`config.mk`:
```
export PLATFORM = sky130hd
export DESIGN_NAME = dsch_cmd_handler
export DESIGN_NICKNAME = d
export VERILOG_FILES = /design/src/design/dsch_pkg.sv /design/src/design/dsch_cmd_handler.sv /design/src/design/dsch_axil_slave.sv /design/src/design/dsch_erase_tracker.sv
export SDC_FILE = /design/constraint.sdc
export NUM_CORES = 1
export LEC_CHECK = 0
export BUFFER_PORTS_ARGS = -buffer_cell sky130_fd_sc_hd__buf_4
export CAP_MARGIN = 15
export CORE_MARGIN = 4
export CORE_UTILIZATION = 51
export DETAILED_ROUTE_END_ITERATION = 10
export PLACE_DENSITY = 0.84
export SYNTH_ARGS = -nofsm -noshare
export SYNTH_HDL_FRONTEND = slang
export SYNTH_SLANG_ARGS = --single-unit
```
`constraint.sdc`:
```
create_clock -name sys_clk_in -period 3.6 [get_ports sys_clk_in]
set_input_delay 0.54 -clock sys_clk_in [delete_from_list [all_inputs] [get_ports sys_clk_in]]
set_output_delay 0.54 -clock sys_clk_in [all_outputs]
set_load 0.05 [all_outputs]
```
`src/design/dsch_pkg.sv`:
```
// Constants and types shared by the debug serial command handler.
// Assumes one clock, the serial interface clock, with a synchronous reset.
//
// Notes on behaviour
// RQ1: Handshake-enable command handled locally, no CPU.
// RQ2: Acknowledge handshake-enable; then acknowledge supported commands.
// RQ3: Enabled halt command halts after current instruction.
// RQ4: Halt command ignored while enable bit clear.
// RQ5: Host waits 16 clocks after halt command.
// RQ6: Host sets enable bit before first halt; the bench sends one halt before setting it.
// RQ7: Halt while sleeping stays pending, flags shown.
// RQ8: Non-intrusive commands still run while core waits.
// RQ9: Status write: code, high byte, low byte.
// RQ10: Status write is never acknowledged.
// RQ11: Status write sets controls, clears flags.
// RQ12: Erase command accepted in every state.
// RQ13: Two back-to-back erase commands start mass erase.
// RQ14: Other command after one erase restarts sequence.
// RQ15: 512 clocks between erases: timeout, soft reset.
// RQ16: Erase bit held until flash reports done.
// RQ17: Erase command is never acknowledged.
// RQ18: Always-available commands served during erase.
// RQ19: Timing pulse during erase aborts, soft reset.
// RQ20: Bus clock stays default until erase issued.
// RQ21: Erase request held until done or reset.
// RQ22: Soft reset returns erase tracker to idle.

package dsch_pkg;

  // ---------------------------------------------------------------
  // Command codes
  // ---------------------------------------------------------------
  localparam logic [7:0] CMD_ACK_EN = 8'hd5;
  localparam logic [7:0] CMD_HALT = 8'h90;
  localparam logic [7:0] CMD_CSR_WR = 8'h0d;
  localparam logic [7:0] CMD_ERASE = 8'h95;

  // ---------------------------------------------------------------
  // Timing
  // ---------------------------------------------------------------
  // The serial interface clock is the block clock, so one period each.
  localparam int ERASE_TIMEOUT_SCLK = 512;
  localparam int SYS_PER_SCLK = 1;
  localparam int ERASE_TIMEOUT_CYC = ERASE_TIMEOUT_SCLK * SYS_PER_SCLK;
  localparam logic [9:0] ERASE_CNT_LAST = 10'(ERASE_TIMEOUT_CYC - 1);

  // ---------------------------------------------------------------
  // Register map and fields
  // ---------------------------------------------------------------
  localparam logic [7:0] ADDR_CSR = 8'h00;
  localparam logic [7:0] ADDR_STAT = 8'h04;
  localparam int CSR_PEND = 0;
  localparam int CSR_TMO = 1;
  localparam int CSR_NO_RESPONSE_FLAG = 2;
  localparam int CSR_SLEEP = 3;
  localparam int CSR_ACKEN = 4;
  localparam int CSR_ERASE = 5;
  localparam int CSR_ACTIVE = 6;
  localparam int CSR_ENABLE = 7;
  localparam int STAT_ER_LSB = 0;
  localparam int STAT_RX_LSB = 3;
  localparam logic [15:0] CSR_RESET = 16'h0000;
  localparam logic [1:0] RESP_OKAY = 2'b00;
  localparam logic [1:0] RESP_SLVERR = 2'b10;

  // ---------------------------------------------------------------
  // State types
  // ---------------------------------------------------------------
  typedef enum logic [2:0] {
    ER_IDLE = 3'b001,
    ER_ARMED = 3'b010,
    ER_BUSY = 3'b100
  } dsch_erase_t;

  typedef enum logic [2:0] {
    RX_CMD = 3'b001,
    RX_HI = 3'b010,
    RX_LO = 3'b100
  } dsch_rx_t;

endpackage

```
`src/design/dsch_cmd_handler.sv`:
```
// Command handler of the single-wire debug controller, top level.
// Assumes a framer on the same clock delivers command bytes and the
// timing reference pulse, and that CPU and flash signals share it too.
//
// Added by the designer: the register offsets and the AXI4-Lite slave port.
`timescale 1ns/1ps
module dsch_cmd_handler (
  input wire logic sys_clk_in,
  input wire logic rst_in,
  input wire logic byte_valid_in,
  input wire logic [7:0] byte_in,
  input wire logic sync_pulse_in,
  input wire logic core_stop_in,
  input wire logic core_wait_in,
  input wire logic instr_done_in,
  input wire logic cpu_resume_in,
  input wire logic flash_done_in,
  output logic ack_pulse_out,
  output logic halt_req_out,
  output logic debug_active_out,
  output logic erase_req_out,
  output logic soft_reset_out,
  input wire logic [7:0] s_axi_awaddr_in,
  input wire logic s_axi_awvalid_in,
  output logic s_axi_awready_out,
  input wire logic [31:0] s_axi_wdata_in,
  input wire logic [3:0] s_axi_wstrb_in,
  input wire logic s_axi_wvalid_in,
  output logic s_axi_wready_out,
  output logic [1:0] s_axi_bresp_out,
  output logic s_axi_bvalid_out,
  input wire logic s_axi_bready_in,
  input wire logic [7:0] s_axi_araddr_in,
  input wire logic s_axi_arvalid_in,
  output logic s_axi_arready_out,
  output logic [31:0] s_axi_rdata_out,
  output logic [1:0] s_axi_rresp_out,
  output logic s_axi_rvalid_out,
  input wire logic s_axi_rready_in
);

  // ---------------------------------------------------------------
  // Declarations
  // ---------------------------------------------------------------
  dsch_pkg::dsch_rx_t rx_q;
  dsch_pkg::dsch_erase_t er_state;
  logic [7:0] hi_q;
  logic enable_q;
  logic ack_en_q;
  logic no_response_flag_q;
  logic tmo_q;
  logic tmo_evt;
  logic sleeping;
  logic cmd_take;
  logic is_ack;
  logic is_halt;
  logic is_erase;
  logic csr_go;
  logic [15:0] csr_data;
  logic ax_wr;
  logic [7:0] ax_waddr;
  logic [31:0] ax_wdata;
  logic [3:0] ax_wstrb;
  logic ax_csr;
  logic ax_wok;
  logic [7:0] ax_raddr;
  logic [31:0] ax_rdata;
  logic ax_rok;
  logic [15:0] csr_view;

  // Write-one-to-clear flag; a set in the same cycle wins over a clear.
  function automatic logic w1c(input logic flag, input logic set, input logic clr);
    w1c = set | (flag & ~clr);
  endfunction

  // ---------------------------------------------------------------
  // Command decode
  // ---------------------------------------------------------------
  // Commands are taken whatever the core or erase state is.
  assign cmd_take = byte_valid_in && rx_q == dsch_pkg::RX_CMD && !sync_pulse_in; // [RQ8] [RQ18]
  assign is_ack = cmd_take && byte_in == dsch_pkg::CMD_ACK_EN;
  assign is_halt = cmd_take && byte_in == dsch_pkg::CMD_HALT;
  assign is_erase = cmd_take && byte_in == dsch_pkg::CMD_ERASE; // [RQ12]
  assign csr_go = byte_valid_in && rx_q == dsch_pkg::RX_LO && !sync_pulse_in;
  assign csr_data = {hi_q, byte_in}; // [RQ9]
  assign sleeping = core_stop_in | core_wait_in;
  assign ax_csr = ax_wr && ax_waddr == dsch_pkg::ADDR_CSR && ax_wstrb[0];

  // The timing pulse drops any partly received status write.
  always_ff @(posedge sys_clk_in) begin
    if (rst_in) begin
      rx_q <= dsch_pkg::RX_CMD;
      hi_q <= 8'h00;
    end else if (sync_pulse_in) begin
      rx_q <= dsch_pkg::RX_CMD;
    end else if (byte_valid_in) begin
      case (rx_q)
        dsch_pkg::RX_CMD: begin
          if (byte_in == dsch_pkg::CMD_CSR_WR) begin // [RQ9]
            rx_q <= dsch_pkg::RX_HI;
          end
        end
        dsch_pkg::RX_HI: begin
          hi_q <= byte_in;
          rx_q <= dsch_pkg::RX_LO;
        end
        dsch_pkg::RX_LO: begin
          rx_q <= dsch_pkg::RX_CMD;
        end
        default: begin
          rx_q <= dsch_pkg::RX_CMD;
        end
      endcase
    end
  end

  // ---------------------------------------------------------------
  // Handshake
  // ---------------------------------------------------------------
  // Only handshake-enable and, once it is on, a halt command with the enable bit set are answered.
  always_ff @(posedge sys_clk_in) begin
    if (rst_in) begin
      ack_en_q <= 1'b0;
      ack_pulse_out <= 1'b0;
    end else begin
      ack_pulse_out <= is_ack | (is_halt & enable_q & ack_en_q); // [RQ2] [RQ10] [RQ17]
      if (is_ack) begin // [RQ1]
        ack_en_q <= 1'b1;
      end else if (soft_reset_out) begin
        ack_en_q <= 1'b0;
      end
    end
  end

  // ---------------------------------------------------------------
  // Halt to debug
  // ---------------------------------------------------------------
  // A stopped or waiting core cannot finish its instruction, so the
  // request simply waits.
  always_ff @(posedge sys_clk_in) begin
    if (rst_in) begin
      halt_req_out <= 1'b0;
      debug_active_out <= 1'b0;
    end else if (soft_reset_out) begin
      halt_req_out <= 1'b0;
    end else begin
      if (is_halt && enable_q && !debug_active_out) begin // [RQ3] [RQ4]
        halt_req_out <= 1'b1;
      end else if (halt_req_out && instr_done_in && !sleeping) begin // [RQ7]
        halt_req_out <= 1'b0;
        debug_active_out <= 1'b1;
      end
      if (cpu_resume_in && !halt_req_out) begin
        debug_active_out <= 1'b0;
      end
    end
  end

  // ---------------------------------------------------------------
  // Control and status
  // ---------------------------------------------------------------
  // Serial and bus writes share one register; the bus write lands last.
  always_ff @(posedge sys_clk_in) begin
    if (rst_in) begin
      enable_q <= dsch_pkg::CSR_RESET[dsch_pkg::CSR_ENABLE];
    end else if (ax_csr) begin
      enable_q <= ax_wdata[dsch_pkg::CSR_ENABLE];
    end else if (csr_go) begin // [RQ11]
      enable_q <= csr_data[dsch_pkg::CSR_ENABLE];
    end
  end

  always_ff @(posedge sys_clk_in) begin
    if (rst_in) begin
      no_response_flag_q <= dsch_pkg::CSR_RESET[dsch_pkg::CSR_NO_RESPONSE_FLAG];
      tmo_q <= dsch_pkg::CSR_RESET[dsch_pkg::CSR_TMO];
    end else begin
      no_response_flag_q <= w1c(no_response_flag_q, halt_req_out & sleeping, // [RQ7]
        (csr_go & csr_data[dsch_pkg::CSR_NO_RESPONSE_FLAG]) | (ax_csr & ax_wdata[dsch_pkg::CSR_NO_RESPONSE_FLAG])); // [RQ11]
      tmo_q <= w1c(tmo_q, tmo_evt,
        (csr_go & csr_data[dsch_pkg::CSR_TMO]) | (ax_csr & ax_wdata[dsch_pkg::CSR_TMO]));
    end
  end

  assign csr_view = {8'h00, enable_q, debug_active_out, erase_req_out, ack_en_q,
    sleeping, no_response_flag_q, tmo_q, halt_req_out};

  always_comb begin
    ax_rdata = 32'h00000000;
    ax_rok = 1'b1;
    if (ax_raddr == dsch_pkg::ADDR_CSR) begin
      ax_rdata = {16'h0000, csr_view};
    end else if (ax_raddr == dsch_pkg::ADDR_STAT) begin
      ax_rdata[dsch_pkg::STAT_ER_LSB +: 3] = er_state;
      ax_rdata[dsch_pkg::STAT_RX_LSB +: 3] = rx_q;
    end else begin
      ax_rok = 1'b0;
    end
  end

  assign ax_wok = ax_waddr == dsch_pkg::ADDR_CSR || ax_waddr == dsch_pkg::ADDR_STAT;

  // ---------------------------------------------------------------
  // Submodules
  // ---------------------------------------------------------------
  dsch_erase_tracker u_erase (
    .sys_clk_in(sys_clk_in),
    .rst_in(rst_in),
    .erase_cmd_in(is_erase),
    .other_cmd_in(cmd_take && !is_erase), // [RQ14]
    .sync_in(sync_pulse_in), // [RQ19]
    .flash_done_in(flash_done_in),
    .erase_req_out(erase_req_out),
    .soft_reset_out(soft_reset_out),
    .timeout_out(tmo_evt),
    .state_out(er_state)
  );

  dsch_axil_slave u_axil (
    .sys_clk_in(sys_clk_in),
    .rst_in(rst_in),
    .awaddr_in(s_axi_awaddr_in),
    .awvalid_in(s_axi_awvalid_in),
    .awready_out(s_axi_awready_out),
    .wdata_in(s_axi_wdata_in),
    .wstrb_in(s_axi_wstrb_in),
    .wvalid_in(s_axi_wvalid_in),
    .wready_out(s_axi_wready_out),
    .bresp_out(s_axi_bresp_out),
    .bvalid_out(s_axi_bvalid_out),
    .bready_in(s_axi_bready_in),
    .araddr_in(s_axi_araddr_in),
    .arvalid_in(s_axi_arvalid_in),
    .arready_out(s_axi_arready_out),
    .rdata_out(s_axi_rdata_out),
    .rresp_out(s_axi_rresp_out),
    .rvalid_out(s_axi_rvalid_out),
    .rready_in(s_axi_rready_in),
    .wr_en_out(ax_wr),
    .wr_addr_out(ax_waddr),
    .wr_data_out(ax_wdata),
    .wr_strb_out(ax_wstrb),
    .wr_ok_in(ax_wok),
    .rd_addr_out(ax_raddr),
    .rd_data_in(ax_rdata),
    .rd_ok_in(ax_rok)
  );
endmodule

```
`src/design/dsch_axil_slave.sv`:
```
// AXI4-Lite slave front end for the command handler registers.
// Assumes the owner decodes addresses and answers within the cycle.
`timescale 1ns/1ps
module dsch_axil_slave (
  input wire logic sys_clk_in,
  input wire logic rst_in,
  input wire logic [7:0] awaddr_in,
  input wire logic awvalid_in,
  output logic awready_out,
  input wire logic [31:0] wdata_in,
  input wire logic [3:0] wstrb_in,
  input wire logic wvalid_in,
  output logic wready_out,
  output logic [1:0] bresp_out,
  output logic bvalid_out,
  input wire logic bready_in,
  input wire logic [7:0] araddr_in,
  input wire logic arvalid_in,
  output logic arready_out,
  output logic [31:0] rdata_out,
  output logic [1:0] rresp_out,
  output logic rvalid_out,
  input wire logic rready_in,
  output logic wr_en_out,
  output logic [7:0] wr_addr_out,
  output logic [31:0] wr_data_out,
  output logic [3:0] wr_strb_out,
  input wire logic wr_ok_in,
  output logic [7:0] rd_addr_out,
  input wire logic [31:0] rd_data_in,
  input wire logic rd_ok_in
);

  logic rd_go_q;

  // ---------------------------------------------------------------
  // Write channel
  // ---------------------------------------------------------------
  always_ff @(posedge sys_clk_in) begin
    if (rst_in) begin
      awready_out <= 1'b1;
      wready_out <= 1'b1;
      bvalid_out <= 1'b0;
      bresp_out <= dsch_pkg::RESP_OKAY;
      wr_en_out <= 1'b0;
      wr_addr_out <= 8'h00;
      wr_data_out <= 32'h00000000;
      wr_strb_out <= 4'h0;
    end else begin
      wr_en_out <= 1'b0;
      if (awvalid_in && awready_out) begin
        awready_out <= 1'b0;
        wr_addr_out <= awaddr_in;
      end
      if (wvalid_in && wready_out) begin
        wready_out <= 1'b0;
        wr_data_out <= wdata_in;
        wr_strb_out <= wstrb_in;
      end
      if (!awready_out && !wready_out && !bvalid_out && !wr_en_out) begin
        wr_en_out <= 1'b1;
      end
      if (wr_en_out) begin
        bvalid_out <= 1'b1;
        bresp_out <= wr_ok_in ? dsch_pkg::RESP_OKAY : dsch_pkg::RESP_SLVERR;
      end
      if (bvalid_out && bready_in) begin
        bvalid_out <= 1'b0;
        awready_out <= 1'b1;
        wready_out <= 1'b1;
      end
    end
  end

  // ---------------------------------------------------------------
  // Read channel
  // ---------------------------------------------------------------
  always_ff @(posedge sys_clk_in) begin
    if (rst_in) begin
      arready_out <= 1'b1;
      rvalid_out <= 1'b0;
      rd_go_q <= 1'b0;
      rd_addr_out <= 8'h00;
      rdata_out <= 32'h00000000;
      rresp_out <= dsch_pkg::RESP_OKAY;
    end else begin
      rd_go_q <= 1'b0;
      if (arvalid_in && arready_out) begin
        arready_out <= 1'b0;
        rd_addr_out <= araddr_in;
        rd_go_q <= 1'b1;
      end
      if (rd_go_q) begin
        rvalid_out <= 1'b1;
        rdata_out <= rd_data_in;
        rresp_out <= rd_ok_in ? dsch_pkg::RESP_OKAY : dsch_pkg::RESP_SLVERR;
      end
      if (rvalid_out && rready_in) begin
        rvalid_out <= 1'b0;
        arready_out <= 1'b1;
      end
    end
  end

endmodule

```
`src/design/dsch_erase_tracker.sv`:
```
// Two-step mass-erase sequencer with inter-command timeout and abort.
// Assumes one-cycle command strobes from the command decoder.
`timescale 1ns/1ps
module dsch_erase_tracker (
  input wire logic sys_clk_in,
  input wire logic rst_in,
  input wire logic erase_cmd_in,
  input wire logic other_cmd_in,
  input wire logic sync_in,
  input wire logic flash_done_in,
  output logic erase_req_out,
  output logic soft_reset_out,
  output logic timeout_out,
  output dsch_pkg::dsch_erase_t state_out
);

  logic [9:0] cnt_q;

  // ---------------------------------------------------------------
  // Sequencer
  // ---------------------------------------------------------------
  // The erase request doubles as the erase-in-progress bit.
  always_ff @(posedge sys_clk_in) begin
    if (rst_in) begin
      state_out <= dsch_pkg::ER_IDLE;
      cnt_q <= 10'h000;
      erase_req_out <= 1'b0;
      soft_reset_out <= 1'b0;
      timeout_out <= 1'b0;
    end else begin
      soft_reset_out <= 1'b0;
      timeout_out <= 1'b0;
      case (state_out)
        dsch_pkg::ER_IDLE: begin
          cnt_q <= 10'h000;
          if (erase_cmd_in) begin // [RQ12]
            state_out <= dsch_pkg::ER_ARMED;
          end
        end
        dsch_pkg::ER_ARMED: begin
          cnt_q <= cnt_q + 10'h001;
          if (erase_cmd_in) begin // [RQ13]
            state_out <= dsch_pkg::ER_BUSY;
            erase_req_out <= 1'b1;
          end else if (other_cmd_in) begin // [RQ14]
            state_out <= dsch_pkg::ER_IDLE;
          end else if (cnt_q == dsch_pkg::ERASE_CNT_LAST) begin // [RQ15]
            state_out <= dsch_pkg::ER_IDLE; // [RQ22]
            soft_reset_out <= 1'b1;
            timeout_out <= 1'b1;
          end
        end
        dsch_pkg::ER_BUSY: begin
          if (sync_in) begin // [RQ19]
            state_out <= dsch_pkg::ER_IDLE;
            erase_req_out <= 1'b0;
            soft_reset_out <= 1'b1;
          end else if (flash_done_in) begin // [RQ16] [RQ21]
            state_out <= dsch_pkg::ER_IDLE;
            erase_req_out <= 1'b0;
          end
        end
        default: begin
          state_out <= dsch_pkg::ER_IDLE;
          erase_req_out <= 1'b0;
        end
      endcase
    end
  end
endmodule

```
# --- After elaboration in Yosys (flattened, before gate mapping) ---
# Index checks and enable logic that the tools add are counted.
classes:
  add_sub_neg: 1
  mux: 37
  bitwise_logic: 20
  n_eq_ne: 19
  n_reduce_logical: 49
ops:
  columns: ["op", "n"]
  rows:
  - ["$eq A8 B8 Y1 const B", 3]
  - ["$logic_and A1 B1 Y1", 23]
  - ["$mux W3", 7]
  - ["$mux W1", 20]
  - ["$pmux W10 S2", 1]
  - ["$eq A8 B3 Y1 const B", 2]
  - ["$logic_not A8 Y1", 2]
  - ["$mux W6", 2]
  - ["$add A10 B1 Y10 const B", 1]
  - ["$eq A10 B9 Y1 const B", 1]
  - ["$reduce_bool A2 Y1", 5]
  - ["$reduce_or A2 Y1", 5]
  - ["$and A1 B1 Y1", 9]
  - ["$logic_not A1 Y1", 9]
  - ["$pmux W3 S3", 1]
  - ["$reduce_and A3 Y1", 3]
  - ["$eq A8 B4 Y1 const B", 1]
  - ["$eq A3 B1 Y1 const B", 2]
  - ["$eq A3 B2 Y1 const B", 2]
  - ["$eq A3 B3 Y1 const B", 2]
  - ["$mux W2", 3]
  - ["$or A1 B1 Y1", 6]
  - ["$pmux W3 S2", 1]
  - ["$not A1 Y1", 5]
  - ["8 further kinds", 10]
totals:
  in_bits: 74
  wordCells: 153
  reg_bits: 94
  output_inout_bits: 46

# --- Logic depth before layout (Yosys ltp) ---
# Gate-level depths: netlist of the first run.
depth:
  depth_word: 9
  mapped_depth: 5
  mapped_depth_nobuf: 5

# --- Cells and area by module ---
# Synthesis of the first run repeated with hierarchy kept, for this count alone.
unflattened:
  hier_cells: 571
  hier_area_um2: 5236.3
modules_own_cells:
  columns: ["module", "cells_per_inst", "area_each_um2", "n_inst", "seq_area_each_um2"]
  rows:
  - ["dsch_axil_slave", 372, 3668.5, 1, 1861.8]
  - ["dsch_erase_tracker", 106, 840.8, 1, 320.3]
  - ["dsch_cmd_handler", 93, 726.9, 1, 200.2]

# --- Least setup slack after synthesis of the first run ---
# OpenSTA, ideal clock, no wires.
synth_path:
  path_kind: "in2reg"
  start: "input byte_in[3]"
  end: "register halt_req_out"
  arrival_ps: 1938
  path_buffers: 0
  path_slack_ps: 1580
  t_required_ps: 3519
  cell_stages: 4
  cell_sequence: "or4bb_1 > or3_4 > or3_4 > a211oi_2"
synth_via:
  elab_chain_cells: 5
  elab_cells_between_ends: 6
  cone_classes: "eq/ne (1); mux (1); reduce/logical (4)"
synth_rtl:
  columns: ["item", "line_no", "source"]
  rows:
  - ["start: declaration", "dsch_cmd_handler.sv:11", "input wire logic [7:0] byte_in,"]
  - ["$eq A8 B8 Y1 (*)", "dsch_cmd_handler.sv:82", "assign is_halt = cmd_take && byte_in == dsch_pkg::CMD_HALT;"]
  - ["$logic_and A1 B1 Y1 (*)", "dsch_cmd_handler.sv:82", null]
  - ["$logic_and A1 B1 Y1 (*) (2 in series)", "dsch_cmd_handler.sv:147", "if (is_halt && enable_q && !debug_active_out) begin"]
  - ["$mux W1 / $reduce_bool A2 Y1 (equally long branches)", null, null]
  - ["end signal: assignment", "dsch_cmd_handler.sv:145", "halt_req_out <= 1'b0;"]
  - ["end signal: assignment", "dsch_cmd_handler.sv:148", "halt_req_out <= 1'b1;"]
  - ["end signal: assignment", "dsch_cmd_handler.sv:150", "halt_req_out <= 1'b0;"]
  - ["end: declaration", "dsch_cmd_handler.sv:19", "output logic halt_req_out,"]
# Mark *: on every way between the ends. The rest lies on a longest branch, timed or not.
# A chain may end at the register's enable or synchronous reset.

# --- Worst setup path after layout of the first run ---
layout_path:
  start: "register u_axil.rd_addr_out[1]"
  end: "register u_axil.rdata_out[5]"
layout_via:
  elab_chain_cells: 3
  elab_cells_between_ends: 4
  cone_classes: "eq/ne (1); mux (2); reduce/logical (1)"
layout_rtl:
  columns: ["item", "line_no", "source"]
  rows:
  - ["start: declaration", "dsch_axil_slave.sv:29", "output logic [7:0] rd_addr_out,"]
  - ["start signal: assignment", "dsch_axil_slave.sv:90", "rd_addr_out <= araddr_in;"]
  - ["$eq A8 B3 Y1", "dsch_cmd_handler.sv:193", "end else if (ax_raddr == dsch_pkg::ADDR_STAT) begin"]
  - ["$mux W6", "dsch_cmd_handler.sv:193", null]
  - ["$mux W6 (*)", "dsch_cmd_handler.sv:191", "if (ax_raddr == dsch_pkg::ADDR_CSR) begin"]
  - ["end signal: assignment", "dsch_axil_slave.sv:95", "rdata_out <= rd_data_in;"]
  - ["end: declaration", "dsch_axil_slave.sv:20", "output logic [31:0] rdata_out,"]
# Marks and branches as above.

==> impl_metrics.json, run 1 <==
{
  "status": "complete, no violations",
  "routed_wl_um": 6600,
  "start_util_pct": 54.2,
  "cts_made_buffers": 9,
  "firstDrtPassIters": 4,
  "routed-wl-met2_um": 3360,
  "grt_overflow": 0,
  "cts_tree": "built",
  "via_per_inst": 5.50,
  "ant_nets": 0,
  "critPathMaxFanout": 6,
  "drv_cap": 0,
  "routed.top_layer": "met4",
  "grt_pass1_vias": 2467,
  "wl_met3_um": 455,
  "async_reset_ff_share_pct": 0,
  "critical_path_class": "flip-flop to flip-flop",
  "final_cell_mix": "63 x dfxtp_1, 61 x buf_4, 35 x nand2_1",
  "min_period_over_period_pct": 55.5,
  "diodes": 0,
  "total_power_mw": 1.56,
  "vias": 2589,
  "dpl_cell_area_mm2": 0.00325,
  "rsz0062_at_grt": "false",
  "io_pins": 120,
  "slew_headroom_pct": 46.2,
  "setup-tns-final_ns": 0,
  "synth-seq-area-share_pct": 44.1,
  "ys.flop_type": "dfxtp_1",
  "ys_ff_latch": 63,
  "synth_warnings": 0,
  "cts-root-buf": "clkbuf_8",
  "dieArea_mm2": 0.00686,
  "fin_crit_ns": 2.00,
  "synthesis.area_mm2": 0.00286,
  "final_common_cell": "dfxtp_1",
  "grt_pass1_wl_um": 10800,
  "hold_viol_final": 0,
  "ctsResizeCount": 0,
  "drv_slew": 0,
  "final_nets": 474,
  "fmax_mhz": 500,
  "avgSynthCellArea_um2": 8.36,
  "finalClockSkew_ns": 0.00985,
  "wl_met1_um": 2690,
  "max-vdd-ir-drop_uv": 295,
  "synth_edf_count": 0,
  "setup_violations": 0,
  "hp-class": "input pin to flip-flop",
  "synth_top_area_share_pct": 44.1,
  "std_cell_rows": 26,
  "drive_gt1_share_pct": 20.9,
  "grt_max_degree": 59,
  "die-height_um": 82.9,
  "htree_levels": 3,
  "path_clk_slew_ns": 0.07,
  "wl_per_cell_um": 14.0,
  "area_growth_pct": 20.2,
  "yosysTopAreaCell": "dfxtp_1",
  "power.density_mw_per_mm2": 453,
  "place.gp.congestion": 0.873,
  "fp.dieW_um": 82.9,
  "utilization_pct": 65.2,
  "drc": 0,
  "post_cts_buffers": 0,
  "ys_types": 48,
  "core_area_mm2": 0.00527,
  "grt_usage_pct": 18.7,
  "worstSetupEndpointType": "flip-flop",
  "synthCells": 342,
  "grt_antenna_before_repair": 0,
  "power_leakage_nw": 1.36,
  "clock_latency_ns": 0.33,
  "crit_path_start_kind": "flip-flop",
  "critPathArrivalTime_ns": 2.25,
  "required_ns": 3.85,
  "cts_hold_buf": 0,
  "cts_sinks": 63,
  "io_buffers": 61,
  "drtIter0Drc": 140,
  "clk_path_buf_depth": 2,
  "ys_top_cells_by_area": "dfxtp_1 44%, buf_4 6.8%, a21oi_1 6.0%",
  "tightest_slew_ns": 0.805,
  "design_area_mm2": 0.00343,
  "dp_hpwl_um": 4850
}
critical path, cell delays in order (launching register included):
cell	delay (ns)
dfxtp_1	0.31
or4_4	0.55
nor3_1	0.62
a22oi_1	0.16
a211oi_1	0.27
flip-flops by register name, summed over array words and instances, names as in the netlist, 3 cells and up:
name                cells
u_erase.cnt_q          10
u_axil.rd_addr_out      8
u_axil.rdata_out        8
u_axil.wr_addr_out      8
rx_q                    3
u_axil.wr_data_out      3
u_erase.state_out       3
kinds of logic (layout without fill, tap and decap cells):
kind of cell / count (synthesis) / in the layout / synth area share (%)
adder cells (fa/ha/maj): 1 / 1 / 0.438
flip-flops: 63 / 63 / 44.1
multiplexers: 1 / 1 / 0.394
other: 1 / 26 / 0.131
buffers and inverters: 48 / 82 / 9.72
AND/OR/NAND/NOR: 148 / 148 / 27.4
AO/OA/AOI/OAI: 80 / 80 / 17.8
layer usage:
| metal | up-vias | GRT usage [%] |
|---|---|---|
| met3 | 12 | 6.93 |
| met2 | 85 | 32.1 |
| met5 | - | 0 |
| met1 | 1204 | 21.4 |
| met4 | 0 | 6.24 |
| li1 | 1288 | - |
report_power, final:
group	leakage, nW	internal (mW)	switching [mW]
Clock	0.0944	0.346	0.246
Sequential	0.513	0.721	0.0215
Combinational	0.754	0.0679	0.155
synthesized netlist by cell type (all sizes together) (2+ instances only):
cell type   n
or4         4
nand4b      2
dfxtp      63
and2b       2
nand2b      4
o21ai      10
or3b        4
o21a        3
buf        29
nor3       10
inv         8
clkbuf     11
o211a       2
nand2      35
a311oi      4
a31oi       2
nor2       30
nand3      33
a22oi       6
a21oi      34
nand4       2
nor2b       3
or3         6
o211ai      3
nor4        3
a211oi     11
nor3b       4
metrics by stage:
stage / std cells / setup WS (ns) / hold WS (ns)
after global routing: 471 / 1.46 / 0.425
after floorplan: 367 / 1.58 / 0.431
after global placement: 458 / 1.42 / 0.439
final: 471 / 1.60 / 0.431
after detailed placement: 458 / 1.39 / 0.441
after CTS: 471 / 1.62 / 0.424
area by class of cell:
cell class,instances,area [um^2]
clock inverter,1,30.0
fill,455,1840
clock buffer,12,155
tap,70,87.6
sequential,63,1260
inverter,8,30.0
timing repair buffer,61,458
multi-input combinational,256,1410
path summary, 6_finish.rpt:
| kind | from | to | slack (ns) | cells after the start |
|---|---|---|---|---|
| hold reg to reg | u_axil.rd_addr_out[0] | u_axil.rd_addr_out[0] | 0.45 | 2 |
| setup reg to reg | u_axil.rd_addr_out[1] | u_axil.rdata_out[5] | 1.60 | 4 |
| hold / removal | s_axi_wvalid_in | u_axil.wready_out | 0.43 | 2 |
| setup / recovery | u_axil.rd_addr_out[1] | u_axil.rdata_out[5] | 1.60 | 4 |
Power figures use the tool's default switching activity.
==> run 2: changes to the inputs <==
Settings changed: CORE_UTILIZATION 51 to 43, PLACE_DENSITY 0.84 to 0.76.
Clock period 3.6 ns to 1.7 ns, I/O delays scaled along.
==> run 2 against run 1 <==
Compared with the run above: power is 140% higher; core utilization down 6.5 points; first-iteration DRC count is 49% lower; clock-buffer cell count shrank 3.
==> impl_metrics.json, run 2 (synthesized netlist as in run 1, its figures left out) <==
{
  "top_register": "u_erase.cnt_q",
  "grt_antenna_before_repair": 0,
  "grt_pass1_vias": 2380,
  "routed_wl_um": 6790,
  "crit_path_start_kind": "flip-flop",
  "drtIter0Drc": 71,
  "max_stage_delay_ns": 0.39,
  "switchingPower_mw": 0.996,
  "crit_path_frequent_cell": "or3_4",
  "seqPwrFrac_pct": 42.7,
  "rsz0062_at_grt": "true",
  "cp_cell_sequence": "or3b_4 -> or3_4 -> or3_4 -> a211oi_2",
  "cts_sinks": 63,
  "cts_made_buffers": 9,
  "std_cell_rows": 29,
  "fin_crit_ns": 1.68,
  "final_cell_mix": "86 x buf_4, 62 x dfxtp_1, 34 x a21oi_1, 34 x nand2_1, 33 x nand3_1",
  "clk_path_buf_depth": 2,
  "drv_cap": 0,
  "final_common_cell": "buf_4",
  "grt_overflow": 0,
  "grt_max_degree": 45,
  "via_per_inst": 5.25,
  "clock_latency_ns": 0.34,
  "final_nets": 499,
  "p_int_mw": 2.67,
  "drive_gt1_share_pct": 28.7,
  "cts_tree": "built",
  "start_util_pct": 44.7,
  "dieArea_mm2": 0.00801,
  "grt_usage_pct": 16.5,
  "rr_endpoint": "halt_req_out",
  "r2r_cells": 4,
  "critPathArrivalTime_ns": 1.94,
  "dpl_cell_area_mm2": 0.00344,
  "htree_levels": 3,
  "setup_violations": 0,
  "power_leakage_nw": 1.52,
  "min_period_over_period_pct": 98.9,
  "utilization_pct": 58.6,
  "reg2reg_setup_slack_ns": 0.02,
  "tightest_slew_ns": 0.589,
  "pwr-share-comb_pct": 13.9,
  "critPathMaxFanout": 2,
  "clockPowerShare_pct": 43.4,
  "max-vdd-ir-drop_uv": 698,
  "status": "complete, no violations",
  "place.gp.congestion": 0.795,
  "path_clk_slew_ns": 0.07,
  "reg2reg_from": "rx_q[1]",
  "hp-class": "input pin to flip-flop",
  "area_growth_pct": 31.0,
  "vias": 2658,
  "crit_slowest_cell": "or3b_4",
  "grt_pass1_wl_um": 10300,
  "hold_depth": 2,
  "required_ns": 1.96,
  "firstDrtPassIters": 4,
  "ant_nets": 0,
  "worstSetupEndpointType": "flip-flop",
  "fillers": 590,
  "io_buffers": 61,
  "drv_slew": 0,
  "wl_per_cell_um": 13.4,
  "largest_reg_flops": 10,
  "io_pins": 120,
  "dp_hpwl_um": 4860,
  "drc": 0,
  "sw_frac_of_total_pct": 27.2,
  "critical_path_class": "flip-flop to flip-flop",
  "power.density_mw_per_mm2": 979,
  "finalHoldWorstSlack_ns": 0.144,
  "slew_headroom_pct": 60.7,
  "design_area_mm2": 0.00374,
  "die-height_um": 89.5,
  "hold_viol_final": 0,
  "core_area_mm2": 0.00639,
  "fmax_mhz": 595,
  "setup-tns-final_ns": 0,
  "hp-start": "s_axi_wvalid_in",
  "hold_end": "u_axil.wready_out",
  "diodes": 0,
  "fp.dieW_um": 89.5,
  "finalClockSkew_ns": 0.00790,
  "cts-root-buf": "clkbuf_8"
}
[run 2: cell types whose count changed in the layout (fill, tap and decap cells not counted), sizes merged]
cell | before | now
buf | 61 | 86
clkbuf | 12 | 9
clkinv | 0 | 1
inv | 8 | 9
clkinvlp | 0 | 2
bufinv | 1 | 3
[run 2: worst max path at each step]
stage / from / to / slack [ns] / cells past startpoint
after floorplan: byte_in[3] / halt_req_out / -0.03 / 4
after global placement: byte_in[3] / halt_req_out / -0.15 / 5
after detailed placement: byte_in[3] / halt_req_out / -0.17 / 5
after CTS: u_erase.state_out[2] / u_erase.cnt_q[9] / 0.002 / 4
after global routing: rx_q[1] / halt_req_out / -0.01 / 4
final: rx_q[1] / halt_req_out / 0.02 / 4
[run 2: routing by layer]
metal / vias up / wire length (um) / track usage [%]
met1: 1228 / 2920 / 20.7
li1: 1349 / - / -
met5: - / 0 / 0
met4: 0 / 148 / 7.98
met2: 63 / 3410 / 26.9
met3: 18 / 313 / 3.32
[run 2: timing repair]
item	4_1_cts	5_1_grt
resized for setup	1	11
endpoints found under the setup margin	2	15
pin swaps	1	7
buffers inserted	0	1
endpoints found under the hold margin	0	0
hold buffers	0	0
[run 2: area by class of cell]
cell class	instances	area, um^2	share of cell area (%)
Multi-Input combinational cell	256	1470	39.2
Timing Repair Buffer	86	646	17.2
Inverter	8	30.0	0.802
Sequential cell	63	1260	33.7
Clock inverter	7	119	3.17
Tap cell	77	96.3	2.57
Clock buffer	9	124	3.31
[run 2: metrics by stage]
step | total power [mW] | setup WS (ns) | instances
6_report | 3.67 | 0.0194 | 506
5_1_grt | 3.78 | -0.0124 | 506
4_1_cts | 3.67 | 0.00169 | 505
3_5_place_dp | 2.09 | -0.170 | 489
3_3_place_gp | 2.09 | -0.150 | 489
2_1_floorplan | 1.97 | -0.0348 | 367
[run 2: critical path: cells and delay by family (launching register included)]
kind	cells	cell delay, ns
flops	1	0.31
compound gates	1	0.17
simple gates	3	1.12
[run 2: power groups by stage]
stage | Clock [mW] | Sequential (mW) | Combinational (mW)
after global routing | 1.66 | 1.57 | 0.550
final | 1.59 | 1.56 | 0.510
after floorplan | 0 | 1.65 | 0.321
after global placement | 0 | 1.60 | 0.490
after CTS | 1.61 | 1.56 | 0.497
after detailed placement | 0 | 1.60 | 0.495
